**src/rtl/wdt_reset_defines.svh**
```systemverilog
// Constants for the watchdog and reset source block
// Overview of operation
// - Overflow action selectable once; reset default
// - Overflow: reset if select 1, else interrupt
// - Overflow rise activates output unless cleared
// - Counter holds in stop and idle
// - Enable at bit 3, reset value 1
// - Two-bit detection time, fc or fs
// - First control register is write-only
// - 4E clears, B1 disables, others ignored
// - Disable code works only with enable 0
// - Counter cleared while being disabled
// - Interrupt ignores individual enable register
// - New interrupt waits for return-from-nmi
// - Watchdog reset drives pin low 12/fc
// - Watchdog reset in slow mode starts oscillator
// - External reset held three machine cycles
// - Reset release starts from vector FFFE/FFFF
// - Fetch from 0040-023F causes trap reset
// - Both oscillator enables 0 causes reset
// - Reset initialises core flags, watchdog enabled
`ifndef WDT_RESET_DEFINES_SVH
`define WDT_RESET_DEFINES_SVH
`define ADDR_CONTROL_ONE   8'h34
`define ADDR_CODE_WRITE    8'h35
`define CONTROL_ONE_RESET  8'h09
`define ENABLE_BIT         3
`define TIME_LSB           1
`define TIME_MSB           2
`define ACTION_BIT         0
`define CODE_CLEAR         8'h4E
`define CODE_DISABLE       8'hB1
`define TRAP_LOW           16'h0040
`define TRAP_HIGH          16'h023F
`define VECTOR_LOW         16'hFFFE
`define VECTOR_HIGH        16'hFFFF
`define HIGH_OSC_BIT       7
`define LOW_OSC_BIT        6
`define RESET_TIME_FC      12
`define FC_PER_CLOCK       1
`define RESET_CYCLES       (`RESET_TIME_FC / `FC_PER_CLOCK)
`define EXT_MIN_CYCLES     (`RESET_TIME_FC / `FC_PER_CLOCK)
`define COUNT_WIDTH        25
`define PULSE_WIDTH        4
`endif

```
**src/rtl/wdt_reset_pkg.sv**
```systemverilog
// Types for the watchdog and reset source block
package wdt_reset_pkg;
    typedef struct packed {
        logic       write_strobe;
        logic [7:0] address;
        logic [7:0] data;
    } reg_write_t;

    typedef struct packed {
        logic stop_mode;
        logic idle_mode;
        logic slow_mode;
        logic fs_tick;
    } power_mode_t;

    typedef enum logic [1:0] {
        SRC_NONE,
        SRC_WATCHDOG,
        SRC_TRAP,
        SRC_CLOCK
    } reset_source_t;
endpackage : wdt_reset_pkg

```
**src/rtl/wdt_reset_top.sv**
```systemverilog
// Watchdog timer with on-chip reset generation and reset pin control
`timescale 1ns/100ps
`include "wdt_reset_defines.svh"
module wdt_reset_top (
    input  wire logic                       CLOCK,
    input  wire logic                       RST,
    input  wire wdt_reset_pkg::reg_write_t  REG_WRITE,
    input  wire wdt_reset_pkg::power_mode_t POWER_MODE,
    input  wire logic                       FETCH_VALID,
    input  wire logic [15:0]                FETCH_ADDR,
    input  wire logic [7:0]                 SYSTEM_CONTROL_TWO,
    input  wire logic                       RETURN_FROM_NMI,
    input  wire logic                       RESET_PIN_IN,
    output logic                            RESET_PIN_OUT,
    output logic                            RESET_PIN_OE,
    output logic                            WATCHDOG_INTERRUPT,
    output logic                            SYSTEM_RESET,
    output logic                            HIGH_OSC_ON_REQ,
    output logic [15:0]                     VECTOR_ADDR,
    output logic [1:0]                      RESET_CAUSE
);
    import wdt_reset_pkg::*;

    typedef struct packed {
        logic [7:0]            control_one;
        logic                  action_locked;
        logic                  disabled;
        logic [24:0]           count;
        logic                  wrapped;
        logic                  nmi_pending;
        logic                  nmi_in_service;
        logic                  int_out;
        logic [`PULSE_WIDTH-1:0] pulse_count;
        logic                  pin_drive;
        logic [`PULSE_WIDTH-1:0] ext_low_count;
        logic                  sys_reset;
        logic                  osc_req;
        reset_source_t         cause;
        logic                  pin_out;
        logic [15:0]           vector;
    } state_t;

    state_t state_reg;
    state_t state_next;

    logic       wr_one;
    logic       wr_two;
    logic       tick;
    logic       wrap_ready;
    logic       trap_hit;
    logic       clock_stop;
    logic [7:0] wdata;

    assign wdata  = REG_WRITE.data;
    assign wr_one = REG_WRITE.write_strobe
                    && REG_WRITE.address == `ADDR_CONTROL_ONE;
    assign wr_two = REG_WRITE.write_strobe
                    && REG_WRITE.address == `ADDR_CODE_WRITE;

    // Slow mode counts fs ticks; the fs period equals 2^8 fc so the
    // shorter tap offsets are the fc ones minus eight.
    assign tick = POWER_MODE.slow_mode ? POWER_MODE.fs_tick : 1'b1;

    // Tap pick: 2^25, 2^23, 2^21, 2^19 of fc; 2^17 down to 2^11 of fs.
    // The event is the carry out of the low bits, so it recurs once per
    // detection interval and the block doubles as an interval timer.
    always_comb begin
        case (state_reg.control_one[`TIME_MSB:`TIME_LSB])
            2'h0: wrap_ready = POWER_MODE.slow_mode
                               ? &state_reg.count[16:0]
                               : &state_reg.count[24:0];
            2'h1: wrap_ready = POWER_MODE.slow_mode
                               ? &state_reg.count[14:0]
                               : &state_reg.count[22:0];
            2'h2: wrap_ready = POWER_MODE.slow_mode
                               ? &state_reg.count[12:0]
                               : &state_reg.count[20:0];
            default: wrap_ready = POWER_MODE.slow_mode
                                  ? &state_reg.count[10:0]
                                  : &state_reg.count[18:0];
        endcase
    end

    assign trap_hit = FETCH_VALID && FETCH_ADDR >= `TRAP_LOW
                      && FETCH_ADDR <= `TRAP_HIGH;
    assign clock_stop = !SYSTEM_CONTROL_TWO[`HIGH_OSC_BIT]
                        && !SYSTEM_CONTROL_TWO[`LOW_OSC_BIT];

    always_comb begin
        state_next = state_reg;
        state_next.int_out = 1'b0;

        // Write-only: no read path exists, so read-modify-write is moot
        if (wr_one) begin
            state_next.control_one[`ENABLE_BIT] = wdata[`ENABLE_BIT];
            state_next.control_one[`TIME_MSB:`TIME_LSB] =
                wdata[`TIME_MSB:`TIME_LSB];
            if (!wdata[`ACTION_BIT] && !state_reg.action_locked) begin
                state_next.control_one[`ACTION_BIT] = 1'b0;
            end
            state_next.action_locked = 1'b1;
            if (wdata[`ENABLE_BIT]) begin
                state_next.disabled = 1'b0;
            end
        end

        if (wr_two) begin
            if (wdata == `CODE_CLEAR) begin
                state_next.count = '0;
            end else if (wdata == `CODE_DISABLE
                         && !state_reg.control_one[`ENABLE_BIT]) begin
                state_next.disabled = 1'b1;
            end
        end

        state_next.wrapped = 1'b0;
        if (state_next.disabled) begin
            state_next.count = '0;
        end else if (!(wr_two && wdata == `CODE_CLEAR)
                     && !POWER_MODE.stop_mode && !POWER_MODE.idle_mode
                     && tick) begin
            state_next.count = state_reg.count + 25'h0000001;
            state_next.wrapped = wrap_ready;
        end

        // A clear landing on the carry cycle suppresses the event
        if (state_reg.wrapped) begin
            if (state_reg.control_one[`ACTION_BIT]) begin
                state_next.pin_drive = 1'b1;
                state_next.pulse_count = `PULSE_WIDTH'(`RESET_CYCLES);
                state_next.cause = SRC_WATCHDOG;
                if (POWER_MODE.slow_mode) begin
                    state_next.osc_req = 1'b1;
                end
            end else begin
                state_next.nmi_pending = 1'b1;
            end
        end

        // Not gated by any enable register; held while one is in service
        if (RETURN_FROM_NMI) begin
            state_next.nmi_in_service = 1'b0;
        end
        if (state_next.nmi_pending && !state_reg.nmi_in_service
            && !RETURN_FROM_NMI) begin
            state_next.int_out = 1'b1;
            state_next.nmi_pending = 1'b0;
            state_next.nmi_in_service = 1'b1;
        end

        if (trap_hit && !state_reg.pin_drive) begin
            state_next.pin_drive = 1'b1;
            state_next.pulse_count = `PULSE_WIDTH'(`RESET_CYCLES);
            state_next.cause = SRC_TRAP;
        end
        if (clock_stop && !state_reg.pin_drive) begin
            state_next.pin_drive = 1'b1;
            state_next.pulse_count = `PULSE_WIDTH'(`RESET_CYCLES);
            state_next.cause = SRC_CLOCK;
        end

        if (state_reg.pin_drive) begin
            if (state_reg.pulse_count <= `PULSE_WIDTH'(1)) begin
                state_next.pin_drive = 1'b0;
            end else begin
                state_next.pulse_count = state_reg.pulse_count
                                         - `PULSE_WIDTH'(1);
            end
        end

        // Pin low long enough counts as reset; shorter glitches are ignored.
        // The twelfth low cycle already counts, so our own 12-cycle pulse
        // resets the core as well.
        if (!RESET_PIN_IN) begin
            if (state_reg.ext_low_count
                < `PULSE_WIDTH'(`EXT_MIN_CYCLES - 1)) begin
                state_next.ext_low_count = state_reg.ext_low_count
                                           + `PULSE_WIDTH'(1);
            end else begin
                state_next.sys_reset = 1'b1;
            end
        end else begin
            state_next.ext_low_count = '0;
            state_next.sys_reset = 1'b0;
        end

        if (state_next.sys_reset) begin
            state_next.control_one = `CONTROL_ONE_RESET;
            state_next.action_locked = 1'b0;
            state_next.disabled = 1'b0;
            state_next.count = '0;
            state_next.wrapped = 1'b0;
            state_next.nmi_pending = 1'b0;
            state_next.nmi_in_service = 1'b0;
            state_next.int_out = 1'b0;
        end
        if (state_next.sys_reset && !state_reg.sys_reset
            && state_reg.pin_drive == 1'b0 && !state_next.pin_drive) begin
            state_next.cause = SRC_NONE;
        end
        if (!state_next.sys_reset && state_reg.sys_reset) begin
            state_next.osc_req = 1'b0;
        end
    end

    always_ff @(posedge CLOCK or posedge RST) begin
        if (RST) begin
            state_reg <= '{control_one: `CONTROL_ONE_RESET,
                           vector: `VECTOR_LOW,
                           cause: SRC_NONE, default: '0};
        end else begin
            state_reg <= state_next;
        end
    end

    // Open drain: only the enable ever moves
    assign RESET_PIN_OUT      = state_reg.pin_out;
    assign RESET_PIN_OE       = state_reg.pin_drive;
    assign WATCHDOG_INTERRUPT = state_reg.int_out;
    assign SYSTEM_RESET       = state_reg.sys_reset;
    assign HIGH_OSC_ON_REQ    = state_reg.osc_req;
    assign VECTOR_ADDR        = state_reg.vector;
    assign RESET_CAUSE        = state_reg.cause;
endmodule : wdt_reset_top

```
**config.mk**
```make
export PLATFORM = sky130hd
export DESIGN_NAME = wdt_reset_top
export DESIGN_NICKNAME = d
export VERILOG_FILES = /design/src/rtl/wdt_reset_pkg.sv /design/src/rtl/wdt_reset_top.sv
export VERILOG_INCLUDE_DIRS = /design/src /design/src/rtl
export SDC_FILE = /design/constraint.sdc
export NUM_CORES = 1
export LEC_CHECK = 0
export CORE_MARGIN = 8
export CORE_UTILIZATION = 68
export DETAILED_ROUTE_END_ITERATION = 8
export DONT_BUFFER_PORTS = 1
export GPL_ROUTABILITY_DRIVEN = 1
export MAX_ROUTING_LAYER = met4
export PLACE_DENSITY = 0.89
export SLEW_MARGIN = 10
export SYNTH_ARGS = -nofsm -noshare
export SYNTH_HDL_FRONTEND = slang
export SYNTH_SLANG_ARGS = --single-unit
```
**constraint.sdc**
```tcl
create_clock -name CLOCK -period 3.25 [get_ports CLOCK]
set_input_delay 0.325 -clock CLOCK [delete_from_list [all_inputs] [get_ports CLOCK]]
set_output_delay 0.325 -clock CLOCK [all_outputs]
set_load 0.1 [all_outputs]
```
* After elaboration in Yosys (flattened, before gate mapping)
Cells that the tools add are included.
** Word-level totals
- Flip-flop bits (word level) :: 48
- Input bits :: 50
- Output and inout bits :: 23
- Word-level logic and storage cells :: 124
** Cells by class
- Add/subtract/negate cells :: 3
- Magnitude comparators :: 4
- Equality and inequality tests :: 6
- Muxes and demuxes :: 38
- Bitwise operators :: 1
- Reductions and logical operators :: 57
** Operator list (number)
- 26-bit 2-to-1 mux :: 2
- 25-bit 2-to-1 mux :: 2
- 35-bit 2-to-1 mux :: 1
- 5-bit 2-to-1 mux :: 6
- 25-bit by 1-bit adder with 25-bit output, second input constant :: 1
- 25-bit AND reduction :: 1
- 23-bit AND reduction :: 1
- 21-bit AND reduction :: 1
- 1-bit logical AND :: 19
- 19-bit AND reduction :: 1
- 1-bit 2-to-1 mux :: 17
- 17-bit AND reduction :: 1
- 8-bit by 6-bit == test with 1-bit output, second input constant :: 2
- 16-bit by 7-bit greater-or-equal comparator with 1-bit output, second input constant :: 1
- 16-bit by 10-bit <= comparator with 1-bit output, second input constant :: 1
- 4-bit nonzero test :: 4
- 15-bit AND reduction :: 1
- 1-bit zero test :: 14
- 13-bit AND reduction :: 1
- 2-bit nonzero test :: 6
- 11-bit AND reduction :: 1
- 3-bit 2-to-1 mux :: 3
- 8-bit by 7-bit == test with 1-bit output, second input constant :: 1
- 8-bit == test, second input constant :: 1
- 15 further kinds :: 20

* Logic depth before layout (Yosys ltp)
Gate-level depths: netlist of run 1.
- Depth in word-level cells :: 12
- Gate-level depth with buffers :: 8
- Depth with buffers taken out :: 7

* Worst setup path after synthesis of run 1
Ideal clock, no wire load.
- Kind :: reg-to-reg
- Start :: register state_reg (netlist bit SYSTEM_RESET)
- End :: register state_reg[39] (netlist bit)
- Library setup time :: 123 ps
- Data arrival time :: 1912 ps
- Data required time :: 3127 ps
- Slack :: 1215 ps
- Cell stages (with the launch flop) :: 8
- Buffers on the path :: 2
- Clock period less this slack :: 2035 ps
- Cells stage by stage :: dfrtp_1 inv_1 a21oi_4 a41o_1 a211o_1 buf_6 buf_12 nor2_4
** RTL lines
- start, declared :: RTL line wdt_reset_top.sv:43 : state_t state_reg;
- start signal, assigned :: RTL line wdt_reset_top.sv:208 : state_reg <= '{control_one: `CONTROL_ONE_RESET,
- start signal, assigned :: RTL line wdt_reset_top.sv:212 : state_reg <= state_next;

==> results by group, run 1 <==
Global routing
  • GRT busiest layer: met2
  • Initial antenna violation count: 0
  • Met1 Usage GRT: 0.179
  • Met2 GRT Util: 0.303
  • Pin count of the biggest net entering global routing: 49
  • Total GRT Usage: 0.175
  • Number of global-route vias before repair: 1,970
  • Grt met3 use: 0.0480
  • Grt ovf: 0
  • First-pass GRT wire length: 8710 um

Yosys
  • Syn. warnings: 0
  • Synth area leader: dfrtp_1
  • EDFF count, synth: 0
  • Register area share after synthesis: 0.425
  • Syn Area/Cell: 10.2 um^2
  • FFs w/ async S/R, synth: 1.00
  • Top cell type's share of synthesized area: 0.407
  • Post-Syn Instances: 276
  • Most used flip-flop cell after synthesis: dfrtp_1
  • Synth area leaders: dfrtp_1, nor2_4, xor2_1, buf_4, nor2_1
  • Mapped cell area: 2830 um^2
  • Yosys cell types: 53
  • Number of synthesized register bits: 48

Setup path
  • Internal reg-to-reg setup slack: 910 ps
  • FF-to-FF End: state_reg[48]
  • Crit-path max cell delay: 610 ps
  • Critical path, cell by cell: ha_1, o21ai_4, a21oi_4, a41o_1, a211o_2, buf_4, nor2_4
  • Slowest CP cell: a211o_2
  • CP Launch Type: flip-flop
  • CP Capture Type: flip-flop
  • CP required: 3500 ps
  • Critical Path AT: 2590 ps
  • Reg-to-Reg Start: state_reg[21]
  • CP Max Fanout: 21
  • Worst Setup SP: state_reg[21]
  • R2r worst-path depth: 7
  • CP Class: flip-flop to flip-flop

Worst hold path
  • Worst Hold Launch: RESET_PIN_IN
  • Hold crit path type: input port to flip-flop
  • Worst hold path endpoint: state_reg[24]
  • Hold path cells: 1

Die
  • Initial Util: 0.707
  • Core ar.: 4000 um^2
  • Die height: 80.5 um
  • Die footprint: 6480 um^2
  • Die X-Extent: 80.5 um
  • Row cnt: 23
  • IO Count: 73

Power and ir drop
  • Leakage power: 1.25 nW
  • Pwr Density: 545 nW/um^2
  • Tot Pwr: 0.00156 W
  • Peak supply drop: 405 uV

Clock network
  • CTS hold repair buffers: 0
  • Clk Latency, worst-skew pair: 300 ps
  • CTS buffer count: 5
  • Worst-path clk slew: 80 ps
  • Setup bufs post-CTS: 0
  • Root Driver: clkbuf_8
  • Clock sink count: 48
  • H-Tree Depth: 2
  • Clk buf depth: 2
  • PostCTS Resize Cnt: 0
  • CTS tree: yes

Timing
  • Slew HR: 0.291
  • Final hold vios: 0
  • Fmax: 428 MHz
  • Period utilisation layout: 0.720
  • Min Tclk post-route: 2340 ps
  • Worst Slack Setup Final: 911 ps
  • RSZ-0062 raised after global routing: no
  • Final Setup Violations: 0
  • Max Clock Skew: 6.51 ps
  • Least-Margin Pin Slew: 1060 ps
  • Setup TNS Final: 0 ps
  • Final slew viol count: 0

Drt
  • Drt total wl: 5100 um
  • Vias/cell: 5.81
  • TritonRoute pass-1 iters: 4
  • Vias: 1,900
  • Drt drc: 0
  • DRT iter0 DRCs: 110
  • Antenna-violating nets left: 0
  • WL/cell: 15.6 um

Place
  • Post-DP HPWL: 3800 um
  • Area after DPL: 2760 um^2
  • Port Buf Inserts: 0
  • Routability cong.: 0.815
  • Worst slack at placement: 899 ps

Job
  • Max_cap viols: 0

Layout
  • Ratio of cells with drive above 1 in the final layout: 0.148
  • Antenna Diode Count: 0
  • Final Util: 0.717
  • Reg area: 1200 um^2
  • Commonest non-fill, non-tap cell in the layout: dfrtp_1
  • Multi-input logic area: 1450 um^2
  • Highest-count cells in the layout ignoring fill and taps: dfrtp_1, nor2_1, nand2_1, xor2_1, nor2_4
  • Nets: 331
  • Flip-flop count of the largest register after layout: 42
  • Design Area, Final: 2870 um^2
  • Fill cells: 298
  • Area growth syn-to-layout: 1.42%

Run status
  • Status: finished clean
report_power, final:
part / switching (W) / internal, W
clock: 0.000188 / 0.000230
sequential: 0.000130 / 0.000668
combinational: 0.000230 / 0.000117
synth_stat cells, drive strengths merged (2+ instances only):
master / n
a21o: 2
a21oi: 9
a31oi: 4
and2: 3
and3: 2
and3b: 2
and4: 6
and4bb: 3
buf: 24
conb: 2
dfrtp: 46
dfstp: 2
ha: 5
inv: 7
mux2i: 4
nand2: 23
nand2b: 2
nand3: 13
nand4: 9
nor2: 44
nor2b: 2
nor3: 12
nor4b: 2
o21ai: 4
o31ai: 2
or4: 2
xnor2: 6
xor2: 20
routing by layer:
metal	wire (um)	part of all wire
met1	1950	0.38
met2	2700	0.53
met3	370	0.073
met4	86	0.017
met5	0	0
per-stage QoR:
stage | hold WS, ps | instances
floorplan | 396 | 291
detailed placement | 396 | 319
CTS | 63.5 | 327
global route | 52.2 | 327
global placement | 394 | 319
finish | 72.7 | 327
cell type report:
cell class | instances | share of cell area
clock buffer | 7 | 0.0266
clock inverter | 1 | 0.0105
inverter | 7 | 0.00916
multi-input combinational | 211 | 0.505
sequential | 48 | 0.420
tap | 50 | 0.0218
timing repair buffer | 3 | 0.00785
logic make-up (layout without fill, tap and decap cells):
group,after synthesis,in the layout,share of synthesized area
flops,48,48,0.425
simple gates,131,131,0.299
buf+inv,32,18,0.0832
mux,4,4,0.0142
other cells,2,17,0.00265
fa+ha+maj,5,5,0.0221
compound gates,28,28,0.0730
xor+xnor,26,26,0.0805
critical path, delay by kind of cell, from the launching register on:
family                     cells  cell delay [ps]
AOI/OAI and AO/OA              4             1170
adders and majority gates      1              250
buffers and inverters          1              330
DFF                            1              420
and+or+nand+nor                1              110
how the worst max path moves through the flow:
stage,cells past startpoint,slack (ps),end
floorplan,7,1220,state_reg[39]
global placement,7,930,state_reg[44]
detailed placement,7,900,state_reg[48]
CTS,7,890,state_reg[48]
global route,7,820,state_reg[48]
finish,7,910,state_reg[48]
Power figures use the tool's default switching activity.
==> run 2, diff against run 1 <==
- CORE_UTILIZATION: 68 -> 57
- PLACE_DENSITY: 0.89 -> 0.8
- clock period: 3.25 -> 2.05 ns (I/O delays scaled with it)
==> run 2 against run 1 <==
Compared with the run above: critical path type unchanged; highest routed layer unchanged; sequential cell count unchanged; routed wire length up 7.6%; count of clock-buffer cells in the layout down 2; power up 64%.
==> results by group, run 2 (synthesis results as in run 1) <==
Run status
  • Status: finished clean

Drt
  • DRT iter0 DRCs: 85
  • Vias: 2,009
  • TritonRoute pass-1 iters: 4
  • Drt total wl: 5490 um
  • Drt drc: 0
  • Vias/cell: 5.57
  • WL/cell: 15.2 um
  • Antenna-violating nets left: 0

Layout
  • Flip-flop count of the largest register after layout: 42
  • Ratio of cells with drive above 1 in the final layout: 0.194
  • Commonest non-fill, non-tap cell in the layout: dfrtp_1
  • Nets: 348
  • Area growth syn-to-layout: 7.87%
  • Highest-count cells in the layout ignoring fill and taps: dfrtp_1, nor2_1, nand2_1, xor2_1, nor2_4
  • Design Area, Final: 3050 um^2
  • Antenna Diode Count: 0

Setup path
  • CP Capture Type: flip-flop
  • CP Max Fanout: 21
  • FF-to-FF End: state_reg[54]
  • CP required: 2290 ps
  • CP Class: flip-flop to flip-flop
  • Critical Path AT: 2190 ps
  • Reg-to-Reg Start: state_reg[21]
  • R2r worst-path depth: 7
  • Worst Setup SP: state_reg[21]
  • Internal reg-to-reg setup slack: 100 ps
  • CP Launch Type: flip-flop
  • Worst Setup EP: state_reg[54]

Die
  • Die footprint: 7470 um^2
  • Initial Util: 0.595
  • Core ar.: 4750 um^2
  • IO Count: 73
  • Die X-Extent: 86.5 um
  • Die height: 86.5 um
  • Row cnt: 25

Clock network
  • Clk buf depth: 2
  • Clk Latency, worst-skew pair: 310 ps
  • Worst-path clk slew: 90 ps
  • Root Driver: clkbuf_8
  • CTS tree: yes
  • H-Tree Depth: 2
  • CTS buffer count: 5
  • Clock sink count: 48

Timing
  • Fmax: 512 MHz
  • Final hold vios: 0
  • Setup TNS Final: 0 ps
  • Min Tclk post-route: 1950 ps
  • Least-Margin Pin Slew: 566 ps
  • Slew HR: 0.622
  • Period utilisation layout: 0.953
  • Final Setup Violations: 0
  • Final slew viol count: 0
  • Max Clock Skew: 7.73 ps
  • RSZ-0062 raised after global routing: no

Global routing
  • Pin count of the biggest net entering global routing: 28
  • Grt ovf: 0
  • Number of global-route vias before repair: 2,019
  • Total GRT Usage: 0.156
  • Initial antenna violation count: 0
  • First-pass GRT wire length: 9050 um

Place
  • Area after DPL: 2890 um^2
  • Routability cong.: 0.816
  • Post-DP HPWL: 4020 um
  • Port Buf Inserts: 0

Power and ir drop
  • Pwr Density: 841 nW/um^2
  • Peak supply drop: 546 uV
  • Leakage power: 1.34 nW

Job
  • Max_cap viols: 0

Worst hold path
  • Hold crit path type: input port to flip-flop
==> run 2: cell types whose count changed in the layout (fill, tap and decap cells not counted), sizes merged <==
cell	delta
dlygate4sd3	+4
clkinvlp	+1
clkbuf	-2
inv	+1
buf	+13
==> run 2: worst max-delay path, cell delays in order, from the launching register on <==
cell	delay [ps]
dfrtp_1	430
ha_2	220
o21ai_4	230
a21oi_4	90
a41o_1	210
a211o_2	360
buf_12	200
nor2_1	130
==> run 2: repair_timing <==
action	4_1_cts	5_1_grt
endpoints found under the setup margin	0	2
resized for setup	0	1
setup buffers	0	1
hold endpoints to repair	33	0
hold buffers	4	0
==> run 2: where the power goes <==
| group | total, W | internal [W] | switching [W] |
|---|---|---|---|
| Combinational | 0.000686 | 0.000223 | 0.000464 |
| Clock | 0.000699 | 0.000367 | 0.000332 |
| Sequential | 0.00118 | 0.00106 | 0.000120 |
| Total | 0.00257 | 0.00165 | 0.000915 |
==> run 2: worst min-delay path by stage <==
stage,to,start,cells after the start,slack (ps)
after global routing,state_reg[32],RETURN_FROM_NMI,2,20
after detailed placement,RESET_PIN_OE,RST,1,180
after CTS,state_reg[63],REG_WRITE[2],2,20
after global placement,RESET_PIN_OE,RST,1,180
final,state_reg[63],REG_WRITE[2],2,30
after floorplan,WATCHDOG_INTERRUPT,RETURN_FROM_NMI,1,280
==> run 2: final cells by class <==
class | instances | area [um^2]
clock buffer | 5 | 68.8
clock inverter | 3 | 46.3
fill | 372 | 1700
inverter | 7 | 26.3
multi-input combinational | 211 | 1450
sequential | 48 | 1200
tap | 67 | 83.8
timing repair buffer | 20 | 173
==> run 2: metal layers <==
| layer | up-vias | share of wire | GRT usage |
|---|---|---|---|
| li1 | 950 | - | - |
| met1 | 984 | 0.40 | 0.156 |
| met2 | 66 | 0.50 | 0.276 |
| met3 | 9 | 0.084 | 0.0454 |
| met4 | 0 | 0.019 | 0.0642 |
| met5 | - | 0 | - |
==> run 2: through the flow <==
stage,std cells,utilization,hold slack (ps),power [W],setup WS (ps)
after floorplan,291,-,276,0.00177,15.3
after global placement,348,0.607,177,0.00184,168
after detailed placement,348,0.607,178,0.00187,100
after CTS,360,0.640,16.4,0.00259,68.8
after global routing,361,0.642,22.6,0.00271,24.7
final,361,0.642,25.6,0.00257,97.4
